==> src/core/usb_irq_pkg.sv <==
package usb_irq_pkg;

  // ****************************************
  // register offsets and reset values
  // ****************************************
  localparam logic [7:0] BUS_CTRL_OFS = 8'h08;
  localparam logic [7:0] SOFT_RESET_OFS = 8'h10;
  localparam logic [7:0] FLAGS_OFS = 8'h14;
  localparam logic [7:0] ENABLES_OFS = 8'h18;
  localparam logic [31:0] FLAGS_RESET = 32'h04000021;
  localparam logic [31:0] ENABLES_RESET = 32'h00000000;
  localparam logic [31:0] BUS_CTRL_RESET = 32'h00000000;
  localparam logic [31:0] ZERO_WORD = 32'h00000000;

  // ****************************************
  // field layouts
  // ****************************************
  localparam logic [31:0] ENABLE_MASK = 32'hF73CFCFE;
  localparam logic [31:0] STICKY_MASK = 32'hF030FC0A;
  localparam logic [31:0] BUS_CTRL_MASK = 32'h00000181;
  localparam int WAKEUP_BIT = 31;
  localparam int SESSION_BIT = 30;
  localparam int DISCONNECT_BIT = 29;
  localparam int ID_CHANGE_BIT = 28;
  localparam int PTX_EMPTY_BIT = 26;
  localparam int HOST_CH_BIT = 25;
  localparam int HOST_PORT_BIT = 24;
  localparam int PERIODIC_INC_BIT = 21;
  localparam int ISO_IN_INC_BIT = 20;
  localparam int OUT_EP_BIT = 19;
  localparam int IN_EP_BIT = 18;
  localparam int EOPF_BIT = 15;
  localparam int ISO_DROP_BIT = 14;
  localparam int ENUM_DONE_BIT = 13;
  localparam int BUS_RESET_BIT = 12;
  localparam int SUSPEND_BIT = 11;
  localparam int EARLY_SUSPEND_BIT = 10;
  localparam int OUT_NAK_BIT = 7;
  localparam int IN_NAK_BIT = 6;
  localparam int NP_EMPTY_BIT = 5;
  localparam int RX_NONEMPTY_BIT = 4;
  localparam int SOF_BIT = 3;
  localparam int OTG_BIT = 2;
  localparam int MODE_FAULT_BIT = 1;
  localparam int ROLE_BIT = 0;
  localparam int PTX_THRESH_BIT = 8;
  localparam int NP_THRESH_BIT = 7;
  localparam int MASTER_EN_BIT = 0;
  localparam int FRAME_RST_BIT = 2;
  localparam int BUS_RST_BIT = 1;
  localparam int CORE_RST_BIT = 0;
  localparam int RESET_IDLE_BIT = 31;

  // ****************************************
  // timing
  // ****************************************
  localparam int CLK_PERIOD_NS = 100;
  localparam int IDLE_TIME_US = 3000;
  localparam int IDLE_CYCLES = (IDLE_TIME_US * 1000 + CLK_PERIOD_NS - 1) / CLK_PERIOD_NS;
  localparam logic [2:0] SOFT_RESET_HOLD = 3'h4;
  localparam logic [6:0] EOPF_BASE_PCT = 7'h50;
  localparam logic [6:0] EOPF_STEP_PCT = 7'h05;

  typedef enum logic [1:0] {
    RST_IDLE = 2'b00,
    RST_HOLD = 2'b01,
    RST_DONE = 2'b10
  } rst_state_e;

endpackage : usb_irq_pkg

==> src/core/flag_bank_if.sv <==
`timescale 1ns/1ps
interface flag_bank_if #(parameter int W = 32);
  logic [W-1:0] set;
  logic [W-1:0] clr;
  logic flush;
  logic [W-1:0] value;
  modport owner (output set, output clr, output flush, input value);
  modport bank (input set, input clr, input flush, output value);
endinterface : flag_bank_if

==> src/core/usb_irq_flags.sv <==
// The plain strobed port was left to the implementer.
`timescale 1ns/1ps
module usb_irq_flags #(parameter int IDLE_CYCLES = usb_irq_pkg::IDLE_CYCLES)
(
  input wire logic clk,
  input wire logic rst_n,
  input wire logic [7:0] addr,
  input wire logic [31:0] wdata,
  input wire logic wr,
  input wire logic rd,
  output logic [31:0] rdata,
  input wire logic current_role,
  input wire logic id_pin,
  input wire logic ev_wakeup,
  input wire logic ev_session,
  input wire logic ev_disconnect,
  input wire logic ev_sof,
  input wire logic ev_iso_out_dropped,
  input wire logic ev_enum_done,
  input wire logic ev_bus_reset,
  input wire logic ev_suspend,
  input wire logic bus_idle,
  input wire logic [6:0] frame_pct,
  input wire logic [1:0] periodic_frame_end_time,
  input wire logic periodic_pending,
  input wire logic iso_out_pending,
  input wire logic iso_in_pending,
  input wire logic ptx_half_empty,
  input wire logic ptx_empty,
  input wire logic np_half_empty,
  input wire logic np_empty,
  input wire logic host_channels_pending,
  input wire logic host_port_pending,
  input wire logic out_endpoints_pending,
  input wire logic in_endpoints_pending,
  input wire logic otg_pending,
  input wire logic rx_fifo_nonempty,
  input wire logic set_out_nak_request,
  input wire logic set_in_nak_request,
  input wire logic clear_out_nak,
  input wire logic clear_in_nak,
  input wire logic out_nak_ready,
  input wire logic in_nak_ready,
  input wire logic reg_access,
  input wire logic reg_host_only,
  input wire logic reg_device_only,
  output logic access_refused,
  output logic frame_number_reset,
  output logic bus_clock_soft_reset,
  output logic core_soft_reset,
  output logic irq
);

  flag_bank_if #(.W(32)) fb ();

  logic [31:0] enables_r;
  logic [31:0] bus_ctrl_r;
  logic [2:0] rst_bits_r;
  logic [2:0] rst_cnt_r;
  usb_irq_pkg::rst_state_e rst_state_r;
  logic id_meta_r;
  logic id_sync_r;
  logic id_prev_r;
  logic [2:0] id_arm_r;
  logic [15:0] idle_cnt_r;
  logic eopf_seen_r;
  logic out_nak_pend_r;
  logic in_nak_pend_r;
  logic out_nak_eff_r;
  logic in_nak_eff_r;
  logic [31:0] set_vec;
  logic [31:0] live_vec;
  logic [31:0] flags_rd;
  logic [6:0] eopf_thr;
  logic eopf_hit;
  logic idle_hit;
  logic id_changed;
  logic frame_rst_fault;
  logic role_fault;
  logic wr_flags;
  logic wr_enables;
  logic wr_bus_ctrl;
  logic wr_reset;
  logic host;
  logic dev;

  sticky_flags #(.W(32)) flag_bank (
    .clk(clk),
    .rst_n(rst_n),
    .bus(fb.bank)
  );

  assign host = current_role;
  assign dev = !current_role;
  assign wr_flags = wr && (addr == usb_irq_pkg::FLAGS_OFS);
  assign wr_enables = wr && (addr == usb_irq_pkg::ENABLES_OFS);
  assign wr_bus_ctrl = wr && (addr == usb_irq_pkg::BUS_CTRL_OFS);
  assign wr_reset = wr && (addr == usb_irq_pkg::SOFT_RESET_OFS);

  // ****************************************
  // soft reset sequencer
  // ****************************************
  assign frame_rst_fault = wr_reset && wdata[usb_irq_pkg::FRAME_RST_BIT] && dev;

  always_ff @(posedge clk or negedge rst_n)
  begin
    if (!rst_n)
    begin
      rst_state_r <= usb_irq_pkg::RST_IDLE;
      rst_bits_r <= 3'h0;
      rst_cnt_r <= 3'h0;
    end
    else
    begin
      case (rst_state_r)
        usb_irq_pkg::RST_IDLE:
        begin
          if (wr_reset && (wdata[2:0] & {host, 2'b11}) != 3'h0)
          begin
            rst_bits_r <= wdata[2:0] & {host, 2'b11};
            rst_cnt_r <= 3'h0;
            rst_state_r <= usb_irq_pkg::RST_HOLD;
          end
        end
        usb_irq_pkg::RST_HOLD:
        begin
          // further writes are ignored while busy
          rst_cnt_r <= rst_cnt_r + 3'h1;
          if (rst_cnt_r == usb_irq_pkg::SOFT_RESET_HOLD - 3'h1)
          begin
            rst_state_r <= usb_irq_pkg::RST_DONE;
          end
        end
        usb_irq_pkg::RST_DONE:
        begin
          rst_bits_r <= 3'h0;
          rst_state_r <= usb_irq_pkg::RST_IDLE;
        end
        default:
        begin
          rst_bits_r <= 3'h0;
          rst_state_r <= usb_irq_pkg::RST_IDLE;
        end
      endcase
    end
  end

  assign frame_number_reset = rst_bits_r[usb_irq_pkg::FRAME_RST_BIT];
  assign bus_clock_soft_reset = rst_bits_r[usb_irq_pkg::BUS_RST_BIT] |
    rst_bits_r[usb_irq_pkg::CORE_RST_BIT];
  assign core_soft_reset = rst_bits_r[usb_irq_pkg::CORE_RST_BIT];

  // ****************************************
  // control registers
  // ****************************************
  always_ff @(posedge clk or negedge rst_n)
  begin
    if (!rst_n)
    begin
      enables_r <= usb_irq_pkg::ENABLES_RESET;
    end
    else if (core_soft_reset)
    begin
      enables_r <= usb_irq_pkg::ENABLES_RESET;
    end
    else if (wr_enables)
    begin
      enables_r <= wdata & usb_irq_pkg::ENABLE_MASK;
    end
  end

  always_ff @(posedge clk or negedge rst_n)
  begin
    if (!rst_n)
    begin
      bus_ctrl_r <= usb_irq_pkg::BUS_CTRL_RESET;
    end
    else if (core_soft_reset)
    begin
      bus_ctrl_r <= usb_irq_pkg::BUS_CTRL_RESET;
    end
    else if (wr_bus_ctrl)
    begin
      bus_ctrl_r <= wdata & usb_irq_pkg::BUS_CTRL_MASK;
    end
  end

  // ****************************************
  // id pin synchroniser and change detect
  // ****************************************
  always_ff @(posedge clk or negedge rst_n)
  begin
    if (!rst_n)
    begin
      id_meta_r <= 1'b0;
      id_sync_r <= 1'b0;
      id_prev_r <= 1'b0;
      id_arm_r <= 3'h0;
    end
    else
    begin
      id_meta_r <= id_pin;
      id_sync_r <= id_meta_r;
      id_prev_r <= id_sync_r;
      id_arm_r <= {id_arm_r[1:0], 1'b1};
    end
  end

  assign id_changed = id_arm_r[2] && (id_sync_r != id_prev_r);

  // ****************************************
  // bus idle timer
  // ****************************************
  always_ff @(posedge clk or negedge rst_n)
  begin
    if (!rst_n)
    begin
      idle_cnt_r <= 16'h0000;
    end
    else if (!bus_idle || host || bus_clock_soft_reset)
    begin
      idle_cnt_r <= 16'h0000;
    end
    else if (idle_cnt_r != 16'(IDLE_CYCLES))
    begin
      idle_cnt_r <= idle_cnt_r + 16'h0001;
    end
  end

  assign idle_hit = bus_idle && dev && (idle_cnt_r == 16'(IDLE_CYCLES - 1));

  // ****************************************
  // end of periodic frame detect
  // ****************************************
  assign eopf_thr = usb_irq_pkg::EOPF_BASE_PCT +
    7'(usb_irq_pkg::EOPF_STEP_PCT * periodic_frame_end_time);
  assign eopf_hit = dev && (frame_pct >= eopf_thr) && !eopf_seen_r;

  always_ff @(posedge clk or negedge rst_n)
  begin
    if (!rst_n)
    begin
      eopf_seen_r <= 1'b0;
    end
    else
    begin
      eopf_seen_r <= dev && (frame_pct >= eopf_thr);
    end
  end

  // ****************************************
  // global NAK effective tracking
  // ****************************************
  always_ff @(posedge clk or negedge rst_n)
  begin
    if (!rst_n)
    begin
      out_nak_pend_r <= 1'b0;
      out_nak_eff_r <= 1'b0;
    end
    else if (bus_clock_soft_reset || host)
    begin
      out_nak_pend_r <= 1'b0;
      out_nak_eff_r <= 1'b0;
    end
    else
    begin
      if (set_out_nak_request)
      begin
        out_nak_pend_r <= 1'b1;
      end
      else if (out_nak_pend_r && out_nak_ready)
      begin
        out_nak_pend_r <= 1'b0;
      end
      if (out_nak_pend_r && out_nak_ready)
      begin
        out_nak_eff_r <= 1'b1;
      end
      else if (clear_out_nak)
      begin
        out_nak_eff_r <= 1'b0;
      end
    end
  end

  always_ff @(posedge clk or negedge rst_n)
  begin
    if (!rst_n)
    begin
      in_nak_pend_r <= 1'b0;
      in_nak_eff_r <= 1'b0;
    end
    else if (bus_clock_soft_reset || host)
    begin
      in_nak_pend_r <= 1'b0;
      in_nak_eff_r <= 1'b0;
    end
    else
    begin
      if (set_in_nak_request)
      begin
        in_nak_pend_r <= 1'b1;
      end
      else if (in_nak_pend_r && in_nak_ready)
      begin
        in_nak_pend_r <= 1'b0;
      end
      if (in_nak_pend_r && in_nak_ready)
      begin
        in_nak_eff_r <= 1'b1;
      end
      else if (clear_in_nak)
      begin
        in_nak_eff_r <= 1'b0;
      end
    end
  end

  // ****************************************
  // flag sources
  // ****************************************
  assign role_fault = reg_access && ((reg_host_only && dev) || (reg_device_only && host));
  assign access_refused = role_fault;

  always_comb
  begin
    set_vec = usb_irq_pkg::ZERO_WORD;
    set_vec[usb_irq_pkg::WAKEUP_BIT] = ev_wakeup;
    set_vec[usb_irq_pkg::SESSION_BIT] = ev_session;
    set_vec[usb_irq_pkg::DISCONNECT_BIT] = ev_disconnect && host;
    set_vec[usb_irq_pkg::ID_CHANGE_BIT] = id_changed;
    set_vec[usb_irq_pkg::PERIODIC_INC_BIT] = (host && ev_sof && periodic_pending) ||
      (eopf_hit && iso_out_pending);
    set_vec[usb_irq_pkg::ISO_IN_INC_BIT] = eopf_hit && iso_in_pending;
    set_vec[usb_irq_pkg::EOPF_BIT] = eopf_hit;
    set_vec[usb_irq_pkg::ISO_DROP_BIT] = dev && ev_iso_out_dropped;
    set_vec[usb_irq_pkg::ENUM_DONE_BIT] = dev && ev_enum_done;
    set_vec[usb_irq_pkg::BUS_RESET_BIT] = dev && ev_bus_reset;
    set_vec[usb_irq_pkg::SUSPEND_BIT] = dev && ev_suspend;
    set_vec[usb_irq_pkg::EARLY_SUSPEND_BIT] = idle_hit;
    set_vec[usb_irq_pkg::SOF_BIT] = ev_sof;
    set_vec[usb_irq_pkg::MODE_FAULT_BIT] = role_fault || frame_rst_fault;
  end

  assign fb.set = set_vec;
  assign fb.clr = wr_flags ? (wdata & usb_irq_pkg::STICKY_MASK) : usb_irq_pkg::ZERO_WORD;
  assign fb.flush = bus_clock_soft_reset;

  always_comb
  begin
    live_vec = usb_irq_pkg::ZERO_WORD;
    live_vec[usb_irq_pkg::PTX_EMPTY_BIT] = host &&
      (bus_ctrl_r[usb_irq_pkg::PTX_THRESH_BIT] ? ptx_empty : ptx_half_empty);
    live_vec[usb_irq_pkg::NP_EMPTY_BIT] = host &&
      (bus_ctrl_r[usb_irq_pkg::NP_THRESH_BIT] ? np_empty : np_half_empty);
    live_vec[usb_irq_pkg::HOST_CH_BIT] = host && host_channels_pending;
    live_vec[usb_irq_pkg::HOST_PORT_BIT] = host && host_port_pending;
    live_vec[usb_irq_pkg::OUT_EP_BIT] = dev && out_endpoints_pending;
    live_vec[usb_irq_pkg::IN_EP_BIT] = dev && in_endpoints_pending;
    live_vec[usb_irq_pkg::OTG_BIT] = otg_pending;
    live_vec[usb_irq_pkg::OUT_NAK_BIT] = out_nak_eff_r;
    live_vec[usb_irq_pkg::IN_NAK_BIT] = in_nak_eff_r;
    live_vec[usb_irq_pkg::RX_NONEMPTY_BIT] = rx_fifo_nonempty;
    live_vec[usb_irq_pkg::ROLE_BIT] = current_role;
  end

  assign flags_rd = (fb.value & usb_irq_pkg::STICKY_MASK) | live_vec;

  // ****************************************
  // interrupt output
  // ****************************************
  assign irq = bus_ctrl_r[usb_irq_pkg::MASTER_EN_BIT] && ((flags_rd & enables_r) != 32'h0);

  // ****************************************
  // read data, one cycle after the strobe
  // ****************************************
  always_ff @(posedge clk or negedge rst_n)
  begin
    if (!rst_n)
    begin
      rdata <= usb_irq_pkg::ZERO_WORD;
    end
    else if (rd)
    begin
      case (addr)
        usb_irq_pkg::BUS_CTRL_OFS: rdata <= bus_ctrl_r;
        usb_irq_pkg::SOFT_RESET_OFS: rdata <= {(rst_state_r == usb_irq_pkg::RST_IDLE),
          28'h0000000, rst_bits_r};
        usb_irq_pkg::FLAGS_OFS: rdata <= flags_rd;
        usb_irq_pkg::ENABLES_OFS: rdata <= enables_r;
        default: rdata <= usb_irq_pkg::ZERO_WORD;
      endcase
    end
    else
    begin
      rdata <= usb_irq_pkg::ZERO_WORD;
    end
  end

endmodule : usb_irq_flags

==> src/core/sticky_flags.sv <==
`timescale 1ns/1ps
module sticky_flags #(parameter int W = 32)
(
  input wire logic clk,
  input wire logic rst_n,
  flag_bank_if.bank bus
);

  logic [W-1:0] flags_r;

  // ****************************************
  // sticky bits, a set in the clear cycle wins
  // ****************************************
  always_ff @(posedge clk or negedge rst_n)
  begin
    if (!rst_n)
    begin
      flags_r <= '0;
    end
    else if (bus.flush)
    begin
      flags_r <= bus.set;
    end
    else
    begin
      flags_r <= (flags_r & ~bus.clr) | bus.set;
    end
  end

  assign bus.value = flags_r;

endmodule : sticky_flags

==> config.mk <==
export PLATFORM = sky130hd
export DESIGN_NAME = usb_irq_flags
export DESIGN_NICKNAME = d
export VERILOG_FILES = /design/src/core/usb_irq_pkg.sv /design/src/core/flag_bank_if.sv /design/src/core/usb_irq_flags.sv /design/src/core/sticky_flags.sv
export SDC_FILE = /design/constraint.sdc
export NUM_CORES = 1
export LEC_CHECK = 0
export BUFFER_PORTS_ARGS = -buffer_cell sky130_fd_sc_hd__clkbuf_2
export CAP_MARGIN = 25
export CELL_PAD_IN_SITES_DETAIL_PLACEMENT = 1
export CELL_PAD_IN_SITES_GLOBAL_PLACEMENT = 1
export CORE_UTILIZATION = 41
export CTS_CLUSTER_SIZE = 16
export DETAILED_ROUTE_END_ITERATION = 12
export GPL_ROUTABILITY_DRIVEN = 0
export PLACE_DENSITY_LB_ADDON = 0.1
export SLEW_MARGIN = 15
export SYNTH_ARGS = -nofsm -noshare
export SYNTH_HDL_FRONTEND = slang
export SYNTH_SLANG_ARGS = --single-unit
==> constraint.sdc <==
create_clock -name clk -period 2.2 [get_ports clk]
set_input_delay 0.33 -clock clk [delete_from_list [all_inputs] [get_ports clk]]
set_output_delay 0.33 -clock clk [all_outputs]
set_load 0.01 [all_outputs]
=== After elaboration in Yosys (flattened, before gate mapping) ===
Index checks and enable logic that the tools add are counted.

* Flip-flop bits (word level): 163
* Bits in latches: 0
* Memory bits (writable): 0
* Bits in read-only memories: 0
* Bits of input ports: 86
* Output and inout port bits: 37
* Logic and storage cells: 128
* Memories: 0

* Add/sub/neg operators: 3
* Multiply operators: 1
* Divide/modulo/power cells: 0
* Magnitude comparators: 1
* Equality and inequality tests: 11
* Shift operators: 0
* Multiplexer cells: 31
* Bitwise operators: 8
* Reduce and logical (&&, ||, !) cells: 56

{| class="wikitable"
|+ Operators with widths
! kind !! number
|-
| $mux W32 || 7
|-
| $pmux W32 S4 || 1
|-
| $and A32 B32 Y32 || 2
|-
| $logic_and A1 B1 Y1 || 33
|-
| $mux W16 || 2
|-
| $not A32 Y32 || 1
|-
| $or A32 B27 Y32 || 1
|-
| $or A32 B32 Y32 || 1
|-
| $reduce_bool A32 Y1 || 1
|-
| $eq A8 B5 Y1 const B || 3
|-
| $add A16 B1 Y16 const B || 1
|-
| $eq A16 B15 Y1 const B || 1
|-
| $ne A16 B15 Y1 const B || 1
|-
| $reduce_bool A3 Y1 || 5
|-
| $mux W1 || 14
|-
| $pmux W3 S2 || 2
|-
| $eq A8 B4 Y1 const B || 1
|-
| $reduce_bool A2 Y1 || 4
|-
| $add A7 B5 Y7 const A || 1
|-
| $ge A7 B7 Y1 || 1
|-
| $logic_or A1 B1 Y1 || 6
|-
| $mux W3 || 2
|-
| $reduce_and A2 Y1 || 3
|-
| $mul A3 B2 Y5 const A || 1
|-
| 12 further kinds || 16
|}

=== Logic depth before layout (Yosys ltp) ===
Gate-level depths: netlist of the first run.

* Depth in word-level cells: 9
* Mapped depth: 6
* Gate-level depth less buffers: 6

=== Cells and area by module ===
A second synthesis of the first run with hierarchy kept.

* Cell total of the unflattened synthesis: 497
* Area, all modules: 5529.1 um^2

{| class="wikitable"
|+ Modules (own cells, without submodules)
! module !! times used !! cells each !! area an instance (um^2) !! sequential area each (um^2)
|-
| usb_irq_flags || 1 || 398 || 4254.1 || 2202.1
|-
| sticky_flags || 1 || 99 || 1275.0 || 800.8
|}

=== Worst setup path after synthesis of the first run ===
No wires, ideal clock.

* Path type: flip-flop to output port
* Start: register rst_bits_r[0]
* End: output port bus_clock_soft_reset
* Arrival time: 1.330 ns
* Required time: 1.870 ns
* Slack: 0.540 ns
* Cell stages (with the launch flop): 5
* Path buffers: 2
* Cell sequence: dfrtp_1 -> clkbuf_1 -> nor2_1 -> clkbuf_1 -> inv_1

* Cells in the longest elaborated chain, start to end: 1

{| class="wikitable"
|+ RTL lines
! what !! RTL line !! source
|-
| start, declared || usb_irq_flags.sv:58 || <nowiki>logic [2:0] rst_bits_r;</nowiki>
|-
| start signal, assigned || usb_irq_flags.sv:120 || <nowiki>rst_bits_r <= wdata[2:0] & {host, 2'b11};</nowiki>
|-
| $or A1 B1 Y1 || usb_irq_flags.sv:149 || <nowiki>assign bus_clock_soft_reset = rst_bits_r[usb_irq_pkg::BUS_RST_BIT] |</nowiki>
|-
| end, declared || usb_irq_flags.sv:49 || <nowiki>output logic bus_clock_soft_reset,</nowiki>
|}

Every way passes these cells.

=== Worst setup path after layout of the first run ===
* Start: register flag_bank.flags_r[29] (netlist: flag_bank.bus.value[29])
* End: output port irq

* Cells in the longest elaborated chain, start to end: 4

{| class="wikitable"
|+ RTL lines
! what !! RTL line !! source
|-
| start, declared || sticky_flags.sv:9 || <nowiki>logic [W-1:0] flags_r;</nowiki>
|-
| start signal, assigned || sticky_flags.sv:22 || <nowiki>flags_r <= bus.set;</nowiki>
|-
| start signal, assigned || sticky_flags.sv:26 || <nowiki>flags_r <= (flags_r & ~bus.clr) | bus.set;</nowiki>
|-
| $or A32 B27 Y32 || usb_irq_flags.sv:368 || <nowiki>assign flags_rd = (fb.value & usb_irq_pkg::STICKY_MASK) | live_vec;</nowiki>
|-
| $and A32 B32 Y32 || usb_irq_flags.sv:373 || <nowiki>assign irq = bus_ctrl_r[usb_irq_pkg::MASTER_EN_BIT] && ((flags_rd & enables_r) != 32'h0);</nowiki>
|-
| $reduce_bool A32 Y1 || usb_irq_flags.sv:373 ||
|-
| $logic_and A1 B1 Y1 || usb_irq_flags.sv:373 ||
|-
| end, declared || usb_irq_flags.sv:51 || <nowiki>output logic irq</nowiki>
|}

Every way passes these cells.

==> results.yml, run 1 <==
worst_setup_path:
  slowest_delay_ps: 400
  cp-start-kind: "register"
  crit_fanout: 3
  slowest_stage: "dfrtp_1"
  crit_family: "compound AO/OA/AOI/OAI gates"
  crit_buf_inv: 1
  crit_arrival_ps: 1820
  crit_chain: "a22o_1 > a221oi_2 > nand4_1 > o31a_1 > clkbuf_2"
  end_kind: "output port"
  crit_required_ps: 1870
  reg2reg_depth: 4
  path_class: "reg2out"
  cp.depth: 5
  reg2reg_setup_slack_ps: 450
floorplan:
  die_area_um2: 11880
  rows: 38
  die_w_um: 109.0
  dieHeight_um: 109.0
  design.core.area_um2: 10980
  start_util_pct: 42.73
  ios: 123
cells_and_area:
  nets: 645
  antenna_cells: 0
  final_cell_mix: "109 x clkbuf_2, 102 x dfrtp_1, 44 x nor2_1"
  instances_no_fill: 696
  final_common_cell: "clkbuf_2"
  multiInputGateArea_um2: 1947
  utilization_pct: 52.76
  fillers: 1236
  fin_area_um2: 5794
  syn2layout_area_growth_pct: 23.46
  drive_gt1_share_pct: 29.50
  seq_area_um2: 2552
routing:
  dr_wl_met2_um: 6789
  ant_nets: 0
  wirelength_um: 13260
  drt_iter0_markers: 139
  drt-met1-wl_um: 5659
  drc: 0
  wl_met3_um: 702
  num_vias: 3920
  dr.max_layer_used: "met4"
  wl_per_cell_um: 19.05
  drtPass1Iterations: 4
  avgViaCountPerCell: 5.632
clock_network:
  cts-root-buf: "clkbuf_16"
  clock_path_buffers: 2
  cts_max_level: 3
  clock-sinks: 102
  clk_latency_ps: 350
  tritoncts: "yes"
  cts_made_buffers: 9
  clk_pin_slew_ps: 70
hold_path:
  hold_class: "in2reg"
  hold_depth: 1
sta:
  slew_headroom_pct: 61.88
  grt_setup_unrepaired: "no"
  worstMarginPinSlew_ps: 568.4
  final_max_slew_viol_count: 0
  setup_tns_ps: 0
  finalHoldViolCount: 0
  holdWs_ps: 85.94
  finClkSkew_ps: 7.466
  setup_slack_ps: 46.28
  finalCriticalPeriod_ps: 2154
  max_freq_ghz: 0.4643
  min_period_over_period_pct: 97.90
  final-setup-viol-count: 0
global_routing:
  gr-total-overflow: 0
  grt_max_degree: 44
  grt_pass1_vias: 4195
  grt_pass1_wl_um: 21580
  antenna_found_initial: 0
  grtUsageTotal_pct: 24.24
logic_synthesis:
  yosys.area_share.simple_pct: 15.70
  synth_seq_cells: 102
  yosysTopAreaCell: "dfrtp_1"
  synth_cells: 431
  ys_async_sr_fraction_pct: 100.0
  synthMuxAreaShare_pct: 1.973
  synthDistinctLibCells: 58
  synth_warnings: 0
  synth_top_area_share_pct: 54.39
  synth_top_family_by_area: "compound AO/OA/AOI/OAI gates"
  syn_avg_cell_area_um2: 10.89
  yosysSeqAreaShare_pct: 54.39
  synth_ff_type: "dfrtp_1"
  synthAdderAreaFrac_pct: 2.133
  synth.area.top_cells: "dfrtp_1 54%, a22o_1 4.7%, a22oi_1 4.0%"
  synth-compound-area-share_pct: 18.74
  synth_xor_area_share_pct: 2.053
  netlist_area_um2: 4693
  synth_edf_count: 0
placement:
  dp_hpwl_um: 9569
  io_buffers: 110
  pre_cts_ws_ps: 201.5
  dp.cells: 676
  dpl-instance-area_um2: 5444
power_and_ir_drop:
  p_leak_nw: 2.684
  irDropWorstVdd_uv: 440.0
  power_mw: 4.089
  pwr_density_cell_nw_per_um2: 705.7
job:
  drv_cap: 0
run_status:
  status: "completed"
-- kinds of logic after synthesis --
family / count (synthesis)
adders and majority gates: 8
muxes: 9
DFF: 102
xor gates and xnor gates: 11
and+or+nand+nor: 140
AOI/OAI and AO/OA: 114
buffers and inverters: 45
other: 2
-- cells in the mapped netlist, types with 2 or more instances --
cell type,instances
a21oi_1,16
clkbuf_1,9
a32oi_1,6
nand4b_1,4
and4_1,3
a22oi_1,25
nor2_1,45
nand4_1,5
nor4b_4,2
nand2_1,31
nand3_1,15
a22o_1,25
and3_1,3
buf_4,10
nand2b_1,3
inv_1,19
o21ai_0,5
nor3b_1,2
dfrtp_1,102
or4_1,2
a32o_1,7
a31o_2,6
nor3_1,9
buf_6,2
xnor2_1,6
and4_2,2
nor2b_1,2
buf_2,5
mux2i_1,7
o31ai_1,4
ha_1,8
xor2_1,5
a221oi_1,4
mux2_2,2
conb_1,2
and2_1,3
o211ai_1,4
-- power by group --
part	internal, mW	switching, mW	total [mW]
Clock	0.895	0.743	1.64
Sequential	1.94	0.0518	1.99
Combinational	0.179	0.284	0.463
Total	3.01	1.08	4.09
-- registers in the layout, indices dropped and copies added (netlist names), 2 cells and up --
signal	flops
bus_ctrl_r	3
enables_r	24
flag_bank.bus.value	14
id_arm_r	3
idle_cnt_r	16
rdata	26
rst_bits_r	3
rst_cnt_r	3
rst_state_r	2
-- per-layer routing --
metal	vias to the layer above	track usage, %
met5	-	0
met4	0	7.432
met3	8	4.363
met2	107	41.78
met1	1986	30.84
li1	1819	-
-- what timing repair did --
item | in CTS | in global routing
setup endpoints to repair | 1 | 1
setup buffers | 0 | 3
gates resized for setup | 2 | 0
pin swaps | 0 | 3
hold buffers | 1 | 0
hold endpoints to repair | 30 | 0
-- worst paths after layout --
kind / from / end
setup reg to reg: idle_cnt_r[2] / idle_cnt_r[15]
min in group asynchronous: rst_n / out_nak_pend_r
setup / recovery: flag_bank.bus.value[29] / irq
hold reg to reg: id_arm_r[1] / id_arm_r[2]
hold / removal: id_pin / id_meta_r
max in group asynchronous: rst_n / flag_bank.bus.value[15]
-- layout make-up --
type,count,share of cell area (%)
clock buffers,9,3.887
clock inverters,7,1.382
inverters,19,1.231
multi-input cells,289,33.60
flip-flops and latches,102,44.05
well taps,140,3.023
repair buffers,130,12.83
No activity file was read; power rests on OpenSTA's default activity.
==> run 2: changes to the inputs <==
==> constraint.sdc (replaced) <==
create_clock -name clk -period 2.1 [get_ports clk]
set_input_delay 0.315 -clock clk [delete_from_list [all_inputs] [get_ports clk]]
set_output_delay 0.315 -clock clk [all_outputs]
set_load 0.01 [all_outputs]
==> results.yml, run 2 (same netlist as run 1, synthesis figures left out) <==
run_status:
  status: "finished with violations"
  violations: "setup timing"
cells_and_area:
  reg_top3: "rdata: 26 flops, enables_r: 24 flops, idle_cnt_r: 16 flops"
  drive_gt1_share_pct: 29.82
  fin_area_um2: 5851
  instances_no_fill: 700
  top_register: "rdata"
  fillers: 1233
  final_common_cell: "clkbuf_2"
  nets: 650
  syn2layout_area_growth_pct: 24.66
  antenna_cells: 0
  final_cell_mix: "109 x clkbuf_2, 102 x dfrtp_1, 44 x nor2_1"
  utilization_pct: 53.27
  largest_reg_flops: 26
clock_network:
  clock-sinks: 102
  clk_latency_ps: 340
  clock_path_buffers: 2
  cts_max_level: 3
  tritoncts: "yes"
  clk_pin_slew_ps: 70
  cts-root-buf: "clkbuf_16"
  cts_made_buffers: 9
routing:
  num_vias: 3984
  wirelength_um: 13360
  ant_nets: 0
  wl_per_cell_um: 19.08
  drc: 0
  drt_iter0_markers: 160
  drtPass1Iterations: 4
  avgViaCountPerCell: 5.691
worst_setup_path:
  path_class: "reg2out"
  crit_required_ps: 1780
  slowest_stage: "dfrtp_1"
  slowest_delay_ps: 410
  crit_arrival_ps: 1790
  crit_fanout: 3
  end_kind: "output port"
  cp-start-kind: "register"
  crit_chain: "a22o_1 > a221oi_2 > nand4_1 > o31a_1 > clkbuf_2"
placement:
  io_buffers: 110
  dp_hpwl_um: 9680
  dpl-instance-area_um2: 5474
  dp.cells: 680
global_routing:
  grt_pass1_vias: 4189
  grt_max_degree: 40
  gr-total-overflow: 0
  antenna_found_initial: 0
  grt_pass1_wl_um: 21600
  grtUsageTotal_pct: 24.16
sta:
  max_freq_ghz: 0.4759
  slew_headroom_pct: 63.43
  worstMarginPinSlew_ps: 545.3
  setup_slack_ps: -1.326
  setup_tns_ps: -1.326
  finClkSkew_ps: 8.739
  final_max_slew_viol_count: 0
  finalCriticalPeriod_ps: 2101
  min_period_over_period_pct: 100.1
  finalHoldViolCount: 0
  final-setup-viol-count: 1
  grt_setup_unrepaired: "yes"
floorplan:
  die_area_um2: 11880
  design.core.area_um2: 10980
  rows: 38
  start_util_pct: 42.73
  ios: 123
  dieHeight_um: 109.0
  die_w_um: 109.0
power_and_ir_drop:
  clkPwrFrac_pct: 41.3
  pwr_density_cell_nw_per_um2: 752.8
  power_mw: 4.404
  combPwrFrac_pct: 11.4
  p_leak_nw: 2.722
  p_sw_share_pct: 24.48
  p_int_mw: 3.326
  power_switching_mw: 1.078
  irDropWorstVdd_uv: 368.0
  seq_power_share_pct: 47.3
hold_path:
  hold_class: "in2reg"
job:
  drv_cap: 0
-- run 2: changes by cell type in the layout (fill, tap and decap cells not counted), sizes merged --
cell and delta:
inv -2, clkbuf +3, buf +5, clkinvlp -1, clkinv -2, bufinv +1
-- run 2: layout make-up --
cell class                 instances  area (um2)  share of cell area (%)
clock buffer                      12       256.5                   4.384
clock inverter                     3       67.56                   1.155
inverter                          19       71.32                   1.219
multi-input combinational        289        1947                   33.28
sequential                       102        2552                   43.63
tap                              140       175.2                   2.994
timing repair buffer             135       780.7                   13.34
-- run 2: worst max-delay path, delay by kind of cell, from the launching register on --
kind	cells	cell delay [ps]
AOI/OAI and AO/OA	3	780
buffers and inverters	1	130
and+or+nand+nor	1	120
DFF	1	410
-- run 2: power groups by stage --
stage	combinational (mW)	clock (mW)	sequential, mW
global placement	0.465	0	2.11
global route	0.560	1.92	2.09
detailed placement	0.496	0	2.12
CTS	0.502	1.86	2.08
floorplan	0.249	0	2.11
finish	0.500	1.82	2.09
-- run 2: final timing paths --
path                                  end              startpoint  slack (ps)  cells after the start
hold / removal                  id_meta_r                  id_pin          80                      1
min in group asynchronous  out_nak_pend_r                   rst_n         470                      2
max in group asynchronous   idle_cnt_r[5]                   rst_n        1010                      3
setup reg to reg           idle_cnt_r[14]           idle_cnt_r[1]         390                      5
setup / recovery                      irq  flag_bank.bus.value[1]          -1                      5
hold reg to reg               id_arm_r[2]             id_arm_r[1]         350                      0
-- run 2: routing by layer --
layer / vias to the layer above / part of all wire (%) / global-route usage [%]
li1: 1827 / - / -
met1: 2018 / 43 / 31.54
met2: 117 / 51 / 40.84
met3: 22 / 4.5 / 2.929
met4: 0 / 2.3 / 9.363
met5: - / 0 / 0
-- run 2: what timing repair did --
| item | CTS | global route |
|---|---|---|
| buffers inserted | 2 | 2 |
| resized for setup | 2 | 0 |
| hold buffers | 1 | 0 |
| endpoints found under the hold margin | 33 | 0 |
| pin swaps | 1 | 1 |
| endpoints found under the setup margin | 1 | 1 |
-- run 2: metrics by stage --
step	setup WS [ps]	hold slack, ps
floorplan	454.9	19.41
global placement	244.7	307.6
detailed placement	218.6	308.0
CTS	2.241	70.20
global route	-77.06	72.72
finish	-1.326	77.32
==> run 3: changes to the inputs <==
--- a/config.mk
+++ b/config.mk
@@ -9,7 +9,7 @@
 export CAP_MARGIN = 25
 export CELL_PAD_IN_SITES_DETAIL_PLACEMENT = 1
 export CELL_PAD_IN_SITES_GLOBAL_PLACEMENT = 1
-export CORE_UTILIZATION = 41
+export CORE_UTILIZATION = 43
 export CTS_CLUSTER_SIZE = 16
 export DETAILED_ROUTE_END_ITERATION = 12
 export GPL_ROUTABILITY_DRIVEN = 0
@@ -17,4 +17,5 @@
 export SLEW_MARGIN = 15
 export SYNTH_ARGS = -nofsm -noshare
 export SYNTH_HDL_FRONTEND = slang
+export SYNTH_HIERARCHICAL = 1
 export SYNTH_SLANG_ARGS = --single-unit
==> results.yml, run 3 <==
run_status:
  status: "finished with violations"
  violations: "setup timing"
floorplan:
  ios: 123
  start_util_pct: 44.37
  design.core.area_um2: 10890
  die_w_um: 108.0
  die_area_um2: 11660
  dieHeight_um: 108.0
  rows: 38
cells_and_area:
  nets: 652
  top_register: "rdata"
  utilization_pct: 53.06
  largest_reg_flops: 26
  final_cell_mix: "109 x clkbuf_2, 102 x dfrtp_1, 51 x nor2_1"
  reg_top3: "rdata: 26 flops, enables_r: 24 flops, idle_cnt_r: 16 flops"
  antenna_cells: 0
  syn2layout_area_growth_pct: 19.58
  drive_gt1_share_pct: 27.89
  fillers: 1263
  final_common_cell: "clkbuf_2"
routing:
  avgViaCountPerCell: 5.431
  ant_nets: 0
  num_vias: 3818
  wirelength_um: 12860
  drc: 0
  drtPass1Iterations: 4
  drt_iter0_markers: 128
  wl_per_cell_um: 18.29
global_routing:
  grt_max_degree: 39
  grtUsageTotal_pct: 24.43
  grt_pass1_vias: 4058
  antenna_found_initial: 0
  grt_pass1_wl_um: 21520
  gr-total-overflow: 0
clock_network:
  cts_max_level: 3
  clk_latency_ps: 380
  clk_pin_slew_ps: 90
  cts_made_buffers: 9
  clock_path_buffers: 2
  cts-root-buf: "clkbuf_8"
  tritoncts: "yes"
  clock-sinks: 102
worst_setup_path:
  crit_fanout: 3
  reg2reg_depth: 5
  crit_buf_inv: 1
  slowest_stage: "dfrtp_1"
  slowest_delay_ps: 400
  cp.depth: 6
  crit_arrival_ps: 1900
  crit_chain: "mux2i_2 > nor2b_1 > a22oi_1 > nand4_1 > o31a_1 > clkbuf_2"
  crit_family: "compound AO/OA/AOI/OAI gates"
  end_kind: "output port"
  path_class: "reg2out"
  crit_required_ps: 1780
  cp-start-kind: "register"
sta:
  setup_tns_ps: -119.2
  final-setup-viol-count: 1
  min_period_over_period_pct: 105.7
  finalHoldViolCount: 0
  slew_headroom_pct: 64.23
  grt_setup_unrepaired: "yes"
  max_freq_ghz: 0.4506
  finClkSkew_ps: 11.42
  final_max_slew_viol_count: 0
  worstMarginPinSlew_ps: 536.5
  setup_slack_ps: -119.2
  finalCriticalPeriod_ps: 2219
job:
  drv_cap: 0
placement:
  io_buffers: 110
  dp_hpwl_um: 9516
power_and_ir_drop:
  power_mw: 4.008
  pwr_density_cell_nw_per_um2: 693.9
  irDropWorstVdd_uv: 377.2
  p_leak_nw: 2.778
logic_synthesis:
  netlist_area_um2: 4831
  syn_avg_cell_area_um2: 10.90
  synth_warnings: 6
  synth_cells: 443
hold_path:
  hold_depth: 1
  hold_class: "in2reg"
==> run 3: where the power goes <==
group / total (mW) / switching (mW) / internal, mW
logic: 0.524 / 0.265 / 0.259
registers: 2.19 / 0.100 / 2.09
clock network: 1.30 / 0.681 / 0.616
==> run 3: final cells by class <==
| cell class | instances | area, um2 | share of cell area (%) |
|---|---|---|---|
| tap | 140 | 175.2 | 3.032 |
| clock inverter | 3 | 42.54 | 0.7364 |
| inverter | 10 | 37.54 | 0.6498 |
| timing repair buffer | 129 | 748.2 | 12.95 |
| multi-input combinational | 306 | 2062 | 35.69 |
| clock buffer | 13 | 158.9 | 2.751 |
| sequential | 102 | 2552 | 44.18 |
==> run 3: worst reg2reg max path: stages (launching register included) <==
cell and delay, ps:
dfrtp_1 410, and4bb_1 250, nand3_1 110, or4_1 610
mux2i_1 180, nor2_1 50
==> run 3: per-layer routing <==
layer | global-route usage, % | up-vias | part of all wire [%]
li1 | - | 1782 | -
met1 | 33.24 | 1916 | 45
met2 | 38.99 | 104 | 48
met3 | 4.219 | 16 | 5.0
met4 | 9.198 | 0 | 1.9
met5 | 0 | - | 0
==> run 3: worst paths after layout <==
kind / from / slack (ps) / end
max in group asynchronous: rst_n / 1120 / idle_cnt_r[3]
setup / recovery: bus_ctrl_r[8] / -120 / irq
min in group asynchronous: rst_n / 420 / enables_r[12]
hold / removal: id_pin / 40 / id_meta_r
setup reg to reg: idle_cnt_r[11] / 350 / idle_cnt_r[1]
hold reg to reg: id_arm_r[1] / 360 / id_arm_r[2]
==> run 3: through the flow <==
step                hold slack (ps)  std cells  cell area (um2)  worst slack, ps
floorplan                     19.41        448             4850            327.2
global placement              287.4        686             5555            174.2
detailed placement            290.2        686             5555            162.8
CTS                           31.63        703             5777           -143.9
global route                  23.32        703             5777           -253.9
finish                        41.13        703             5777           -119.2
==> run 3: what timing repair did <==
item,4_1_cts,5_1_grt
hold buffers,1,0
setup buffers,0,0
resized for setup,3,0
pin swaps,1,1
endpoints found under the hold margin,28,0
endpoints found under the setup margin,1,1
